`src/design/gdu_ctrl_pkg.sv`:
```
// Constants shared by the gate drive protection and boost control block.
package gdu_ctrl_pkg;
	localparam logic [7:0] ADDR_CTRL   = 8'h00;
	localparam logic [7:0] ADDR_THRESH = 8'h04;
	localparam logic [7:0] ADDR_OFFSET = 8'h08;
	localparam logic [7:0] ADDR_BLIMIT = 8'h0c;
	localparam logic [7:0] ADDR_BDIV   = 8'h10;
	localparam logic [7:0] ADDR_SLEW   = 8'h14;
	localparam logic [7:0] ADDR_IRQ_EN = 8'h18;
	localparam logic [7:0] ADDR_FLAGS  = 8'h1c;
	localparam logic [7:0] ADDR_STATUS = 8'h20;
	localparam int CTRL_OC_EN  = 0;
	localparam int CTRL_AMP_EN = 2;
	localparam int CTRL_ACT    = 4;
	localparam int CTRL_DCL    = 6;
	localparam int CTRL_BOOST  = 7;
	localparam int THR1_POS    = 4;
	localparam int FLG_HS = 0;
	localparam int FLG_LS = 3;
	localparam int FLG_LV = 6;
	localparam int FLG_HV = 7;
	localparam int FLG_OC = 8;
	localparam int FLG_W  = 10;
	localparam int IEN_DESAT = 0;
	localparam int IEN_LV    = 1;
	localparam int IEN_HV    = 2;
	localparam int IEN_OC    = 3;
	localparam int IEN_W     = 5;
	localparam logic [7:0] CTRL_RST   = 8'h00;
	localparam logic [7:0] THRESH_RST = 8'h00;
	localparam logic [2:0] OFFSET_RST = 3'h0;
	localparam logic [3:0] BLIMIT_RST = 4'h0;
	localparam logic [2:0] BDIV_RST   = 3'h0;
	localparam logic [2:0] SLEW_RST   = 3'h0;
	localparam logic [1:0] DAC_TOP    = 2'h3;
	localparam logic [6:0] IREF_BASE_UA = 7'h0a;
	localparam logic [6:0] IREF_STEP_UA = 7'h0a;
	localparam int DC_LINK_DIVIDE = 5;
	localparam int PIN_W = 11;
endpackage : gdu_ctrl_pkg

```
`src/design/pin_sense_if.sv`:
```
// Interface carrying raw comparator levels and their filtered copies.
`timescale 1ns/1ps
`default_nettype none
interface pin_sense_if #(parameter int W = 11);
	logic [W-1:0] raw;
	logic [W-1:0] clean;
	modport filt (input raw, output clean);
	modport user (output raw, input clean);
endinterface : pin_sense_if
`default_nettype wire

```
`src/design/gdu_protect_ctrl.sv`:
```
// Register file, protection flags, interrupts and boost clock of the gate drive unit.
//
// The register offsets and the plain strobed port were left to the implementer.
`timescale 1ns/1ps
`default_nettype none
module gdu_protect_ctrl
	import gdu_ctrl_pkg::*;
(
	// Clock and reset.
	input  wire logic        I_SYS_CLK,
	input  wire logic        I_RST,
	// Register port.
	input  wire logic [7:0]  I_ADDR,
	input  wire logic [31:0] I_WDATA,
	input  wire logic        I_WR,
	input  wire logic        I_RD,
	output logic      [31:0] O_RDATA,
	// CPU mode.
	input  wire logic        I_RUN_MODE,
	// Analog comparator levels.
	input  wire logic [2:0]  I_HS_DESAT,
	input  wire logic [2:0]  I_LS_DESAT,
	input  wire logic        I_LOW_VOLT,
	input  wire logic        I_HIGH_VOLT,
	input  wire logic [1:0]  I_OC_COMP,
	input  wire logic        I_VSUP_LOW,
	// Overcurrent and sense amplifier controls.
	output logic      [5:0]  O_OC_DAC_CODE0,
	output logic      [5:0]  O_OC_DAC_CODE1,
	output logic      [1:0]  O_OC_COMP_ON,
	output logic      [1:0]  O_SENSE_AMP_ON,
	output logic      [1:0]  O_OC_ACTION,
	output logic      [2:0]  O_SENSE_OFFSET,
	// Link monitor and boost converter.
	output logic             O_DC_LINK_ADC_EN,
	output logic             O_BOOST_CLK,
	output logic      [3:0]  O_BOOST_LIMIT,
	// Pre-driver controls.
	output logic      [2:0]  O_SLEW_CODE,
	output logic      [6:0]  O_IREF_UA,
	output logic      [2:0]  O_HS_BLOCK,
	output logic      [2:0]  O_LS_BLOCK,
	// Interrupt lines.
	output logic             O_DESAT_IRQ,
	output logic             O_FAULT_IRQ
);
	logic [7:0]        ctrl_reg;
	logic [7:0]        thresh_reg;
	logic [2:0]        offset_reg;
	logic [3:0]        blimit_reg;
	logic [2:0]        bdiv_reg;
	logic [2:0]        slew_reg;
	logic [IEN_W-1:0]  irq_en_reg;
	logic [FLG_W-1:0]  flags_reg;
	logic [FLG_W-1:0]  flags_next;
	logic [31:0]       rdata_reg;
	logic [31:0]       rdata_next;
	logic [5:0]        dac0_reg;
	logic [5:0]        dac1_reg;
	logic [1:0]        comp_on_reg;
	logic [6:0]        iref_reg;
	logic [2:0]        hs_block_reg;
	logic [2:0]        ls_block_reg;
	logic              desat_irq_reg;
	logic              fault_irq_reg;
	logic [7:0]        div_cnt_reg;
	logic              boost_clk_reg;

	pin_sense_if #(.W(PIN_W)) pins ();

	pin_filter #(.W(PIN_W)) u_filter (
		.i_clk (I_SYS_CLK),
		.i_rst (I_RST),
		.p     (pins.filt)
	);

	assign pins.raw = {I_VSUP_LOW, I_OC_COMP, I_HIGH_VOLT,
		I_LOW_VOLT, I_LS_DESAT, I_HS_DESAT};

	wire [2:0] hs_level = pins.clean[2:0];
	wire [2:0] ls_level = pins.clean[5:3];
	wire       lv_level = pins.clean[6];
	wire       hv_level = pins.clean[7];
	wire [1:0] oc_level = pins.clean[9:8];
	wire       vsup_low = pins.clean[10];

	// Address decode.
	function automatic logic hit(input logic [7:0] a,
		input logic [7:0] r);
		hit = (a == r);
	endfunction : hit

	wire wr_ctrl   = I_WR && hit(I_ADDR, ADDR_CTRL);
	wire wr_thresh = I_WR && hit(I_ADDR, ADDR_THRESH);
	wire wr_offset = I_WR && hit(I_ADDR, ADDR_OFFSET);
	wire wr_blimit = I_WR && hit(I_ADDR, ADDR_BLIMIT);
	wire wr_bdiv   = I_WR && hit(I_ADDR, ADDR_BDIV);
	wire wr_slew   = I_WR && hit(I_ADDR, ADDR_SLEW);
	wire wr_irq_en = I_WR && hit(I_ADDR, ADDR_IRQ_EN);
	wire wr_flags  = I_WR && hit(I_ADDR, ADDR_FLAGS);

	wire [1:0] oc_en   = ctrl_reg[CTRL_OC_EN +: 2];
	wire [1:0] amp_en  = ctrl_reg[CTRL_AMP_EN +: 2];
	wire [3:0] thr0    = thresh_reg[3:0];
	wire [3:0] thr1    = thresh_reg[THR1_POS +: 4];

	// A comparator is live only with both of its enables set.
	wire [1:0] oc_live = oc_en & amp_en;

	// Flag events: desat, supply and live overcurrent levels.
	wire [FLG_W-1:0] flag_set = {oc_level & oc_live,
		hv_level, lv_level, ls_level, hs_level};
	wire [FLG_W-1:0] flag_clr = wr_flags ? I_WDATA[FLG_W-1:0]
		: '0;

	// Set wins over a write-one clear in the same cycle. Nothing
	// else touches the flags, so stop mode entry and exit leave them.
	assign flags_next = (flags_reg & ~flag_clr) | flag_set;

	wire [2:0] hs_flag = flags_reg[FLG_HS +: 3];
	wire [2:0] ls_flag = flags_reg[FLG_LS +: 3];
	wire [1:0] oc_flag = flags_reg[FLG_OC +: 2];

	wire desat_any = (|hs_flag) | (|ls_flag);
	wire desat_req = desat_any && irq_en_reg[IEN_DESAT];
	wire fault_req =
		(flags_reg[FLG_LV] && irq_en_reg[IEN_LV]) ||
		(flags_reg[FLG_HV] && irq_en_reg[IEN_HV]) ||
		(|(oc_flag & irq_en_reg[IEN_OC +: 2]));

	// Boost divider: half period of 2^sel bus cycles.
	function automatic logic [7:0] half_period(input logic [2:0] s);
		half_period = 8'h01 << s;
	endfunction : half_period

	wire       div_tick  = (div_cnt_reg == half_period(bdiv_reg)
		- 8'h01);
	wire       boost_run = ctrl_reg[CTRL_BOOST] && vsup_low;

	wire [6:0] iref_next = IREF_BASE_UA
		+ IREF_STEP_UA * {4'h0, slew_reg};

	// Read mux; unmapped addresses read zero.
	always_comb begin
		rdata_next = 32'h0000_0000;
		case (I_ADDR)
			ADDR_CTRL:   rdata_next[7:0] = ctrl_reg;
			ADDR_THRESH: rdata_next[7:0] = thresh_reg;
			ADDR_OFFSET: rdata_next[2:0] = offset_reg;
			ADDR_BLIMIT: rdata_next[3:0] = blimit_reg;
			ADDR_BDIV:   rdata_next[2:0] = bdiv_reg;
			ADDR_SLEW:   rdata_next[2:0] = slew_reg;
			ADDR_IRQ_EN: rdata_next[IEN_W-1:0] = irq_en_reg;
			ADDR_FLAGS:  rdata_next[FLG_W-1:0] = flags_reg;
			ADDR_STATUS: rdata_next[PIN_W:0] =
				{boost_clk_reg, pins.clean};
			default:     rdata_next = 32'h0000_0000;
		endcase
	end

	// Configuration registers.
	always_ff @(posedge I_SYS_CLK) begin
		if (I_RST) begin
			ctrl_reg   <= CTRL_RST;
			thresh_reg <= THRESH_RST;
			offset_reg <= OFFSET_RST;
			blimit_reg <= BLIMIT_RST;
			bdiv_reg   <= BDIV_RST;
			slew_reg   <= SLEW_RST;
			irq_en_reg <= '0;
		end else begin
			if (wr_ctrl)
				ctrl_reg <= I_WDATA[7:0];
			if (wr_thresh)
				thresh_reg <= I_WDATA[7:0];
			if (wr_offset)
				offset_reg <= I_WDATA[2:0];
			if (wr_blimit)
				blimit_reg <= I_WDATA[3:0];
			if (wr_bdiv)
				bdiv_reg <= I_WDATA[2:0];
			if (wr_slew)
				slew_reg <= I_WDATA[2:0];
			if (wr_irq_en)
				irq_en_reg <= I_WDATA[IEN_W-1:0];
		end
	end

	// Read data stands for one cycle only.
	always_ff @(posedge I_SYS_CLK) begin
		if (I_RST)
			rdata_reg <= 32'h0000_0000;
		else
			rdata_reg <= I_RD ? rdata_next : 32'h0000_0000;
	end

	// Flags and interrupt lines; requests are held off outside run mode.
	always_ff @(posedge I_SYS_CLK) begin
		if (I_RST) begin
			flags_reg     <= '0;
			desat_irq_reg <= 1'b0;
			fault_irq_reg <= 1'b0;
		end else begin
			flags_reg     <= flags_next;
			desat_irq_reg <= I_RUN_MODE && desat_req;
			fault_irq_reg <= I_RUN_MODE && fault_req;
		end
	end

	// Derived analog controls, registered so every output is a flop.
	always_ff @(posedge I_SYS_CLK) begin
		if (I_RST) begin
			dac0_reg     <= '0;
			dac1_reg     <= '0;
			comp_on_reg  <= '0;
			iref_reg     <= '0;
			hs_block_reg <= '0;
			ls_block_reg <= '0;
		end else begin
			dac0_reg     <= {DAC_TOP, thr0};
			dac1_reg     <= {DAC_TOP, thr1};
			comp_on_reg  <= oc_live;
			iref_reg     <= iref_next;
			hs_block_reg <= hs_flag;
			ls_block_reg <= ls_flag;
		end
	end

	// The divider free-runs; the enable gate only stops the output,
	// which parks low so the switch transistor is left off.
	always_ff @(posedge I_SYS_CLK) begin
		if (I_RST) begin
			div_cnt_reg   <= 8'h00;
			boost_clk_reg <= 1'b0;
		end else begin
			div_cnt_reg <= div_tick ? 8'h00 : div_cnt_reg + 8'h01;
			if (!boost_run)
				boost_clk_reg <= 1'b0;
			else if (div_tick)
				boost_clk_reg <= ~boost_clk_reg;
		end
	end

	assign O_RDATA          = rdata_reg;
	assign O_OC_DAC_CODE0   = dac0_reg;
	assign O_OC_DAC_CODE1   = dac1_reg;
	assign O_OC_COMP_ON     = comp_on_reg;
	assign O_SENSE_AMP_ON   = amp_en;
	assign O_OC_ACTION      = ctrl_reg[CTRL_ACT +: 2];
	assign O_SENSE_OFFSET   = offset_reg;
	assign O_DC_LINK_ADC_EN = ctrl_reg[CTRL_DCL];
	assign O_BOOST_CLK      = boost_clk_reg;
	assign O_BOOST_LIMIT    = blimit_reg;
	assign O_SLEW_CODE      = slew_reg;
	assign O_IREF_UA        = iref_reg;
	assign O_HS_BLOCK       = hs_block_reg;
	assign O_LS_BLOCK       = ls_block_reg;
	assign O_DESAT_IRQ      = desat_irq_reg;
	assign O_FAULT_IRQ      = fault_irq_reg;
endmodule : gdu_protect_ctrl
`default_nettype wire

```
`src/design/pin_filter.sv`:
```
// Three-stage synchroniser that accepts a change once stages two and three agree.
`timescale 1ns/1ps
`default_nettype none
module pin_filter #(
	parameter int W = 11
) (
	// Clock and reset.
	input  wire logic i_clk,
	input  wire logic i_rst,
	// Levels in and out.
	pin_sense_if.filt p
);
	logic [W-1:0] s1_reg;
	logic [W-1:0] s2_reg;
	logic [W-1:0] s3_reg;
	logic [W-1:0] clean_reg;
	logic [W-1:0] agree;

	// Stage one feeds stage two only, so metastability never leaks out.
	assign agree   = ~(s2_reg ^ s3_reg);
	assign p.clean = clean_reg;

	always_ff @(posedge i_clk) begin
		if (i_rst) begin
			s1_reg    <= '0;
			s2_reg    <= '0;
			s3_reg    <= '0;
			clean_reg <= '0;
		end else begin
			s1_reg    <= p.raw;
			s2_reg    <= s1_reg;
			s3_reg    <= s2_reg;
			clean_reg <= (agree & s3_reg) | (~agree & clean_reg);
		end
	end
endmodule : pin_filter
`default_nettype wire

```
`config.mk`:
```
export PLATFORM = sky130hd
export DESIGN_NAME = gdu_protect_ctrl
export DESIGN_NICKNAME = d
export VERILOG_FILES = /design/src/design/gdu_ctrl_pkg.sv /design/src/design/pin_sense_if.sv /design/src/design/gdu_protect_ctrl.sv /design/src/design/pin_filter.sv
export SDC_FILE = /design/constraint.sdc
export NUM_CORES = 1
export LEC_CHECK = 0
export ABC_AREA = 1
export BUFFER_PORTS_ARGS = -buffer_cell sky130_fd_sc_hd__buf_4
export CAP_MARGIN = 20
export CORE_MARGIN = 2
export CORE_UTILIZATION = 50
export CTS_CLUSTER_DIAMETER = 40
export CTS_CLUSTER_SIZE = 28
export DETAILED_ROUTE_END_ITERATION = 10
export PLACE_DENSITY = 0.75
export SLEW_MARGIN = 20
export SYNTH_ARGS = -nofsm -noshare
export SYNTH_HDL_FRONTEND = slang
export SYNTH_HIERARCHICAL = 1
export SYNTH_SLANG_ARGS = --single-unit
```
`constraint.sdc`:
```
create_clock -name I_SYS_CLK -period 2.3 [get_ports I_SYS_CLK]
set_input_delay 0.23 -clock I_SYS_CLK [delete_from_list [all_inputs] [get_ports I_SYS_CLK]]
set_output_delay 0.23 -clock I_SYS_CLK [all_outputs]
set_load 0.1 [all_outputs]
```
== After elaboration in Yosys (flattened, before gate mapping) ==
Index checks and enable logic that the tools add are counted.

* Register bits after elaboration: 158
* Bits in latches: 0
* RAM bits: 0
* ROM bits: 0
* Input bits: 56
* Output and inout bits: 77
* Logic and storage cells: 90
* Memories kept: 0

* Add/sub/neg operators: 3
* Multiply operators: 1
* Divide/modulo/power cells: 0
* Order comparisons: 0
* Eq/ne operators: 9
* Shift operators: 1
* Multiplexer cells: 8
* Bitwise gates (word level): 17
* Reductions and logical operators: 24

{| class="wikitable"
|+ Operators by type and width
! kind !! count
|-
| 8-bit by 5-bit == test with 1-bit output (second input constant) || 4
|-
| 3-bit case mux with 9 select lines || 1
|-
| 11-bit AND || 2
|-
| 11-bit NOT || 2
|-
| 8-bit by 4-bit == test with 1-bit output (second input constant) || 2
|-
| 1-bit logical AND || 14
|-
| 6-bit 2-to-1 mux || 2
|-
| 3-bit case mux with 4 select lines || 1
|-
| 11-bit OR || 1
|-
| 11-bit XOR || 1
|-
| 10-bit AND || 1
|-
| 10-bit 2-to-1 mux || 1
|-
| 10-bit NOT || 1
|-
| 10-bit OR || 1
|-
| 3-bit OR reduction || 3
|-
| 8-bit by 1-bit adder with 8-bit output (second input constant) || 1
|-
| 8-bit by 3-bit == test with 1-bit output (second input constant) || 1
|-
| 8-bit by 6-bit == test with 1-bit output (second input constant) || 1
|-
| 8-bit == test || 1
|-
| 8-bit logical NOT || 1
|-
| 2-bit OR reduction || 4
|-
| 1-bit by 3-bit left shift with 8-bit output (first input constant) || 1
|-
| 8-bit by 1-bit subtractor with 8-bit output (second input constant) || 1
|-
| 4-bit by 7-bit adder with 7-bit output (first input constant) || 1
|-
| 8 further kinds || 14
|}

== Depth between registers and ports, before layout ==
* Depth in word-level cells: 6
* Gate-level depth with buffers: 15

== Hierarchy ==
Netlist, hierarchy kept.

{| class="wikitable"
|+ Modules (own cells, without submodules)
! module !! instances !! cells each !! area each (um^2) !! sequential area each (um^2)
|-
| gdu_protect_ctrl || 1 || 535 || 4005.1 || 1801.7
|-
| pin_filter || 1 || 149 || 1408.9 || 880.8
|}

== Worst setup path before layout ==
No wires, ideal clock.

* Path type: reg2reg
* Start point: register slew_reg[0], in the netlist O_SLEW_CODE[0]
* End point: register iref_reg[6], in the netlist O_IREF_UA[6]
* Data arrival time: 1.937 ns
* Data required time: 2.172 ns
* Path slack: 0.236 ns
* Stages on the path, launching flop included: 7
* Cells stage by stage: dfxtp_1 > ha_1 > ha_1 > ha_1 > nand3_1 > xor2_1 > nor2_1

* Longest elaborated chain between the ends: 2

{| class="wikitable"
|+ Ends and longest elaborated chain
! what !! line !! source
|-
| from (decl) || gdu_protect_ctrl.sv:52 || <nowiki>logic [2:0] slew_reg;</nowiki>
|-
| from (signal assigned) || gdu_protect_ctrl.sv:183 || <nowiki>slew_reg <= I_WDATA[2:0];</nowiki>
|-
| 3-bit by 3-bit multiplier with 6-bit output || gdu_protect_ctrl.sv:141 || <nowiki>+ IREF_STEP_UA * {4'h0, slew_reg};</nowiki>
|-
| 4-bit by 7-bit adder with 7-bit output || gdu_protect_ctrl.sv:141 ||
|-
| to (signal assigned) || gdu_protect_ctrl.sv:223 || <nowiki>iref_reg <= iref_next;</nowiki>
|-
| to (decl) || gdu_protect_ctrl.sv:61 || <nowiki>logic [6:0] iref_reg;</nowiki>
|}

Every way passes these cells.
A chain may end at the register's enable or synchronous reset.

== Worst setup path after layout ==
* Start point: register bdiv_reg[2]
* End point: register div_cnt_reg[6]

* Longest elaborated chain between the ends: 4

{| class="wikitable"
|+ Ends and longest elaborated chain
! what !! line !! source
|-
| from (decl) || gdu_protect_ctrl.sv:51 || <nowiki>logic [2:0] bdiv_reg;</nowiki>
|-
| from (signal assigned) || gdu_protect_ctrl.sv:181 || <nowiki>bdiv_reg <= I_WDATA[2:0];</nowiki>
|-
| 1-bit by 3-bit left shift with 8-bit output || gdu_protect_ctrl.sv:133 || <nowiki>half_period = 8'h01 << s;</nowiki>
|-
| 8-bit by 1-bit subtractor with 8-bit output || gdu_protect_ctrl.sv:137 || <nowiki>- 8'h01);</nowiki>
|-
| 8-bit == test || gdu_protect_ctrl.sv:136 || <nowiki>wire div_tick = (div_cnt_reg == half_period(bdiv_reg)</nowiki>
|-
| 2-bit OR reduction (no line) || n/a ||
|-
| to (signal assigned) || gdu_protect_ctrl.sv:236 || <nowiki>div_cnt_reg <= div_tick ? 8'h00 : div_cnt_reg + 8'h01;</nowiki>
|-
| to (decl) || gdu_protect_ctrl.sv:66 || <nowiki>logic [7:0] div_cnt_reg;</nowiki>
|}

Every way passes these cells.

==> results_dict.tcl <==
set metrics [dict create \
    die_w_microns 108.1 \
    fin_crit_ns 1.913 \
    wl_met2_mm 6.162 \
    power_density_nw_per_um2 781.1 \
    yosys.cell_count.top_type "dfxtp_1" \
    avgSynthCellArea_sq_um 7.915 \
    fin_nets 847 \
    final_area_sq_um 6720 \
    syn2layout_area_growth_pct 24.13 \
    drt_iter0_markers 299 \
    largest_register_ffs 12 \
    drive_above_1_share_pct 21.43 \
    dieHeight_microns 108.1 \
    worst_slack_ns 0.3872 \
    cp_max_fo 9 \
    syn_area_sq_um 5414 \
    hold_path.startpoint "I_WDATA[9]" \
    rows 37 \
    ys_ff_latch 134 \
    synth_largest_area_cell "dfxtp_1" \
    crit_slowest_cell "dfxtp_1" \
    io_buffer_count 89 \
    yosys-top-cells-area "dfxtp_1 (50%), inv_1 (7.3%), nand2_1 (6.0%), nor2_1 (6.0%), a21oi_1 (5.0%)" \
    initial_core_util_pct 51.98 \
    htreeDepth 4 \
    synth_cell_types 42 \
    wl_met1_mm 5.229 \
    cts-root-buf "clkbuf_8" \
    grtUsageTotal_pct 21.65 \
    slew_viol_final 0 \
    hold_class "in2reg" \
    drt-total-wl_mm 12.41 \
    dpl.hpwl_mm 8.735 \
    synth_common_cells "dfxtp_1 (134), inv_1 (105), nand2_1 (87), nor2_1 (87), a21oi_1 (54)" \
    irDropWorstVdd_uv 539.9 \
    n_antenna_cell 0 \
    die-area_sq_um 11680 \
    grt_antenna_before_repair 0 \
    grt_start_max_net_pins 53 \
    cts.sinks 134 \
    relSlewSlack_pct 66.65 \
    io_pins 133 \
    crit_chain "inv_4 -> nand2_1 -> ha_1 -> nand2_1 -> nand3_1 -> nor2_1 -> nand2_1 -> nor2_1 -> nand3_1 -> nand2_2 -> nor2_1" \
    grt_pass1_vias 4256 \
    crit_required_ns 2.71 \
    end_kind "register" \
    maxCapViolCount 0 \
    yosysWarnings 6 \
    final_hold_viol_count 0 \
    seq_area_frac_synth_pct 49.55 \
    postCtsSetupBuffers 0 \
    cts.clk_slew.worst_paths_ns 0.06 \
    reg2reg_from "bdiv_reg[2]$_SDFFE_PP0P_" \
    crit_path_start "bdiv_reg[2]$_SDFFE_PP0P_" \
    via_count 4638 \
    worst_ep_arrival_time_ns 2.32 \
    synth_top_cell_area_share_pct 49.55 \
    syn_inst 684 \
    clockBufferDepth 2 \
    crit_type "reg2reg" \
    synth_ff_type "dfxtp_1" \
    critPathMaxStageDelay_ns 0.52 \
    setup_viol 0 \
    dp_cells 887 \
    synth_edf_count 0 \
    final_cells 934 \
    wire_per_inst_microns 13.28 \
    met3WireLength_microns 828 \
    max_clock_freq_mhz 522.8 \
    dpl-instance-area_sq_um 6021 \
    worstSetupStartpointType "register" \
    drt_first_pass_iters 5 \
    antenna_left 0 \
    status "completed" \
    ys_async_sr_fraction_pct 0 \
    max_slew.worst_pin.slew_ns 0.5003 \
    skew_ns 0.007082 \
    fp.coreArea_sq_um 10420 \
    clock_latency_ns 0.52 \
    maxUsedRoutingLayer "met4" \
    cts_tree "done" \
    drc_errors 0 \
    leakage_nw 2.905 \
    min_period_over_period_pct 83.17 \
    place.gp.congestion 0.9407 \
    numCtsBuffers 17 \
    grt_overflow 0 \
    dp_slack_ns 0.4075 \
    grt_setup_unrepaired "false" \
    grt_pass1_wl_mm 19.49 \
    vias_per_cell 4.966 \
    tns_ns 0 \
]
-- layout by cell type (no fill, tap or decap), drive strengths merged --
| cell | netlist | layout |
|---|---|---|
| dfxtp | 134 | 134 |
| inv | 114 | 115 |
| nor2 | 104 | 104 |
| buf | 39 | 92 |
| nand2 | 92 | 92 |
| o21ai | 65 | 65 |
| a21oi | 55 | 55 |
| nand3 | 33 | 33 |
| conb | 1 | 21 |
| clkbuf | 6 | 20 |
| dlygate4sd3 | 0 | 15 |
| o22ai | 8 | 8 |
| clkinv | 1 | 8 |
| xor2 | 6 | 6 |
| ha | 6 | 6 |
| nand4 | 5 | 5 |
| clkinvlp | 0 | 3 |
| nor3 | 3 | 3 |
| or2 | 2 | 2 |
| o211ai | 1 | 1 |
| o21a | 1 | 1 |
| a31oi | 1 | 1 |
| a22o | 1 | 1 |
| o21bai | 1 | 1 |
| a21boi | 1 | 1 |
| nand3b | 1 | 1 |
| xnor2 | 1 | 1 |
| a221oi | 1 | 1 |
| o32ai | 1 | 1 |
| bufinv | 0 | 1 |
-- critical path, delay by kind of cell, from the launching register on --
family / cells / cell delay (ns)
adders and majority gates: 1 / 0.25
DFF: 1 / 0.52
and+or+nand+nor: 9 / 0.94
buffers and inverters: 1 / 0.09
-- metal layers --
| layer | GRT usage (%) | vias up |
|---|---|---|
| met1 | 25.65 | 2123 |
| li1 | - | 2308 |
| met5 | 0 | - |
| met3 | 5.847 | 21 |
| met2 | 37.29 | 186 |
| met4 | 8.516 | 0 |
-- logic make-up after synthesis --
kind of cell,share of synthesized area [%]
and+or+nand+nor,19.74
buffers and inverters,14.19
AOI/OAI and AO/OA,13.94
DFF,49.55
xor gates and xnor gates,1.132
adders and majority gates,1.387
other,0.06927
-- path summary, 6_finish.rpt --
path                                        end  slack [ns]  cells past startpoint
setup reg to reg      div_cnt_reg[6]$_SDFF_PP0_        0.39                     11
setup / recovery      div_cnt_reg[6]$_SDFF_PP0_        0.39                     11
hold / removal          flags_reg[9]$_SDFF_PP0_        0.02                      4
hold reg to reg   u_filter/s2_reg[0]$_SDFF_PP0_        0.40                      2
-- final cells by class --
class / instances / area [sq um]
flip-flops and latches: 134 / 2683
fillers: 854 / 3696
inverters: 115 / 439.2
clock buffers: 20 / 445.4
clock inverters: 12 / 103.9
well taps: 136 / 170.2
multi-input cells: 410 / 2038
repair buffers: 107 / 840.8
-- through the flow --
stage	utilization (%)	total power, W	hold slack, ns
6_report	64.52	0.005249	0.01811
2_1_floorplan	-	0.002753	0.3370
3_5_place_dp	57.80	0.002806	0.3943
5_1_grt	64.52	0.005429	0.01036
3_3_place_gp	57.80	0.002798	0.3898
4_1_cts	64.52	0.005281	0.009420
-- power breakdown --
| group | switching [W] | internal, W |
|---|---|---|
| Combinational | 0.000318 | 0.0000936 |
| Clock | 0.000986 | 0.00148 |
| Sequential | 0.0000159 | 0.00235 |
| Total | 0.00132 | 0.00393 |
-- timing repair --
item                      4_1_cts  5_1_grt
resized for setup               0        0
hold buffers                   15        0
hold endpoints to repair       16        0
(Power assumes the default switching activity.)
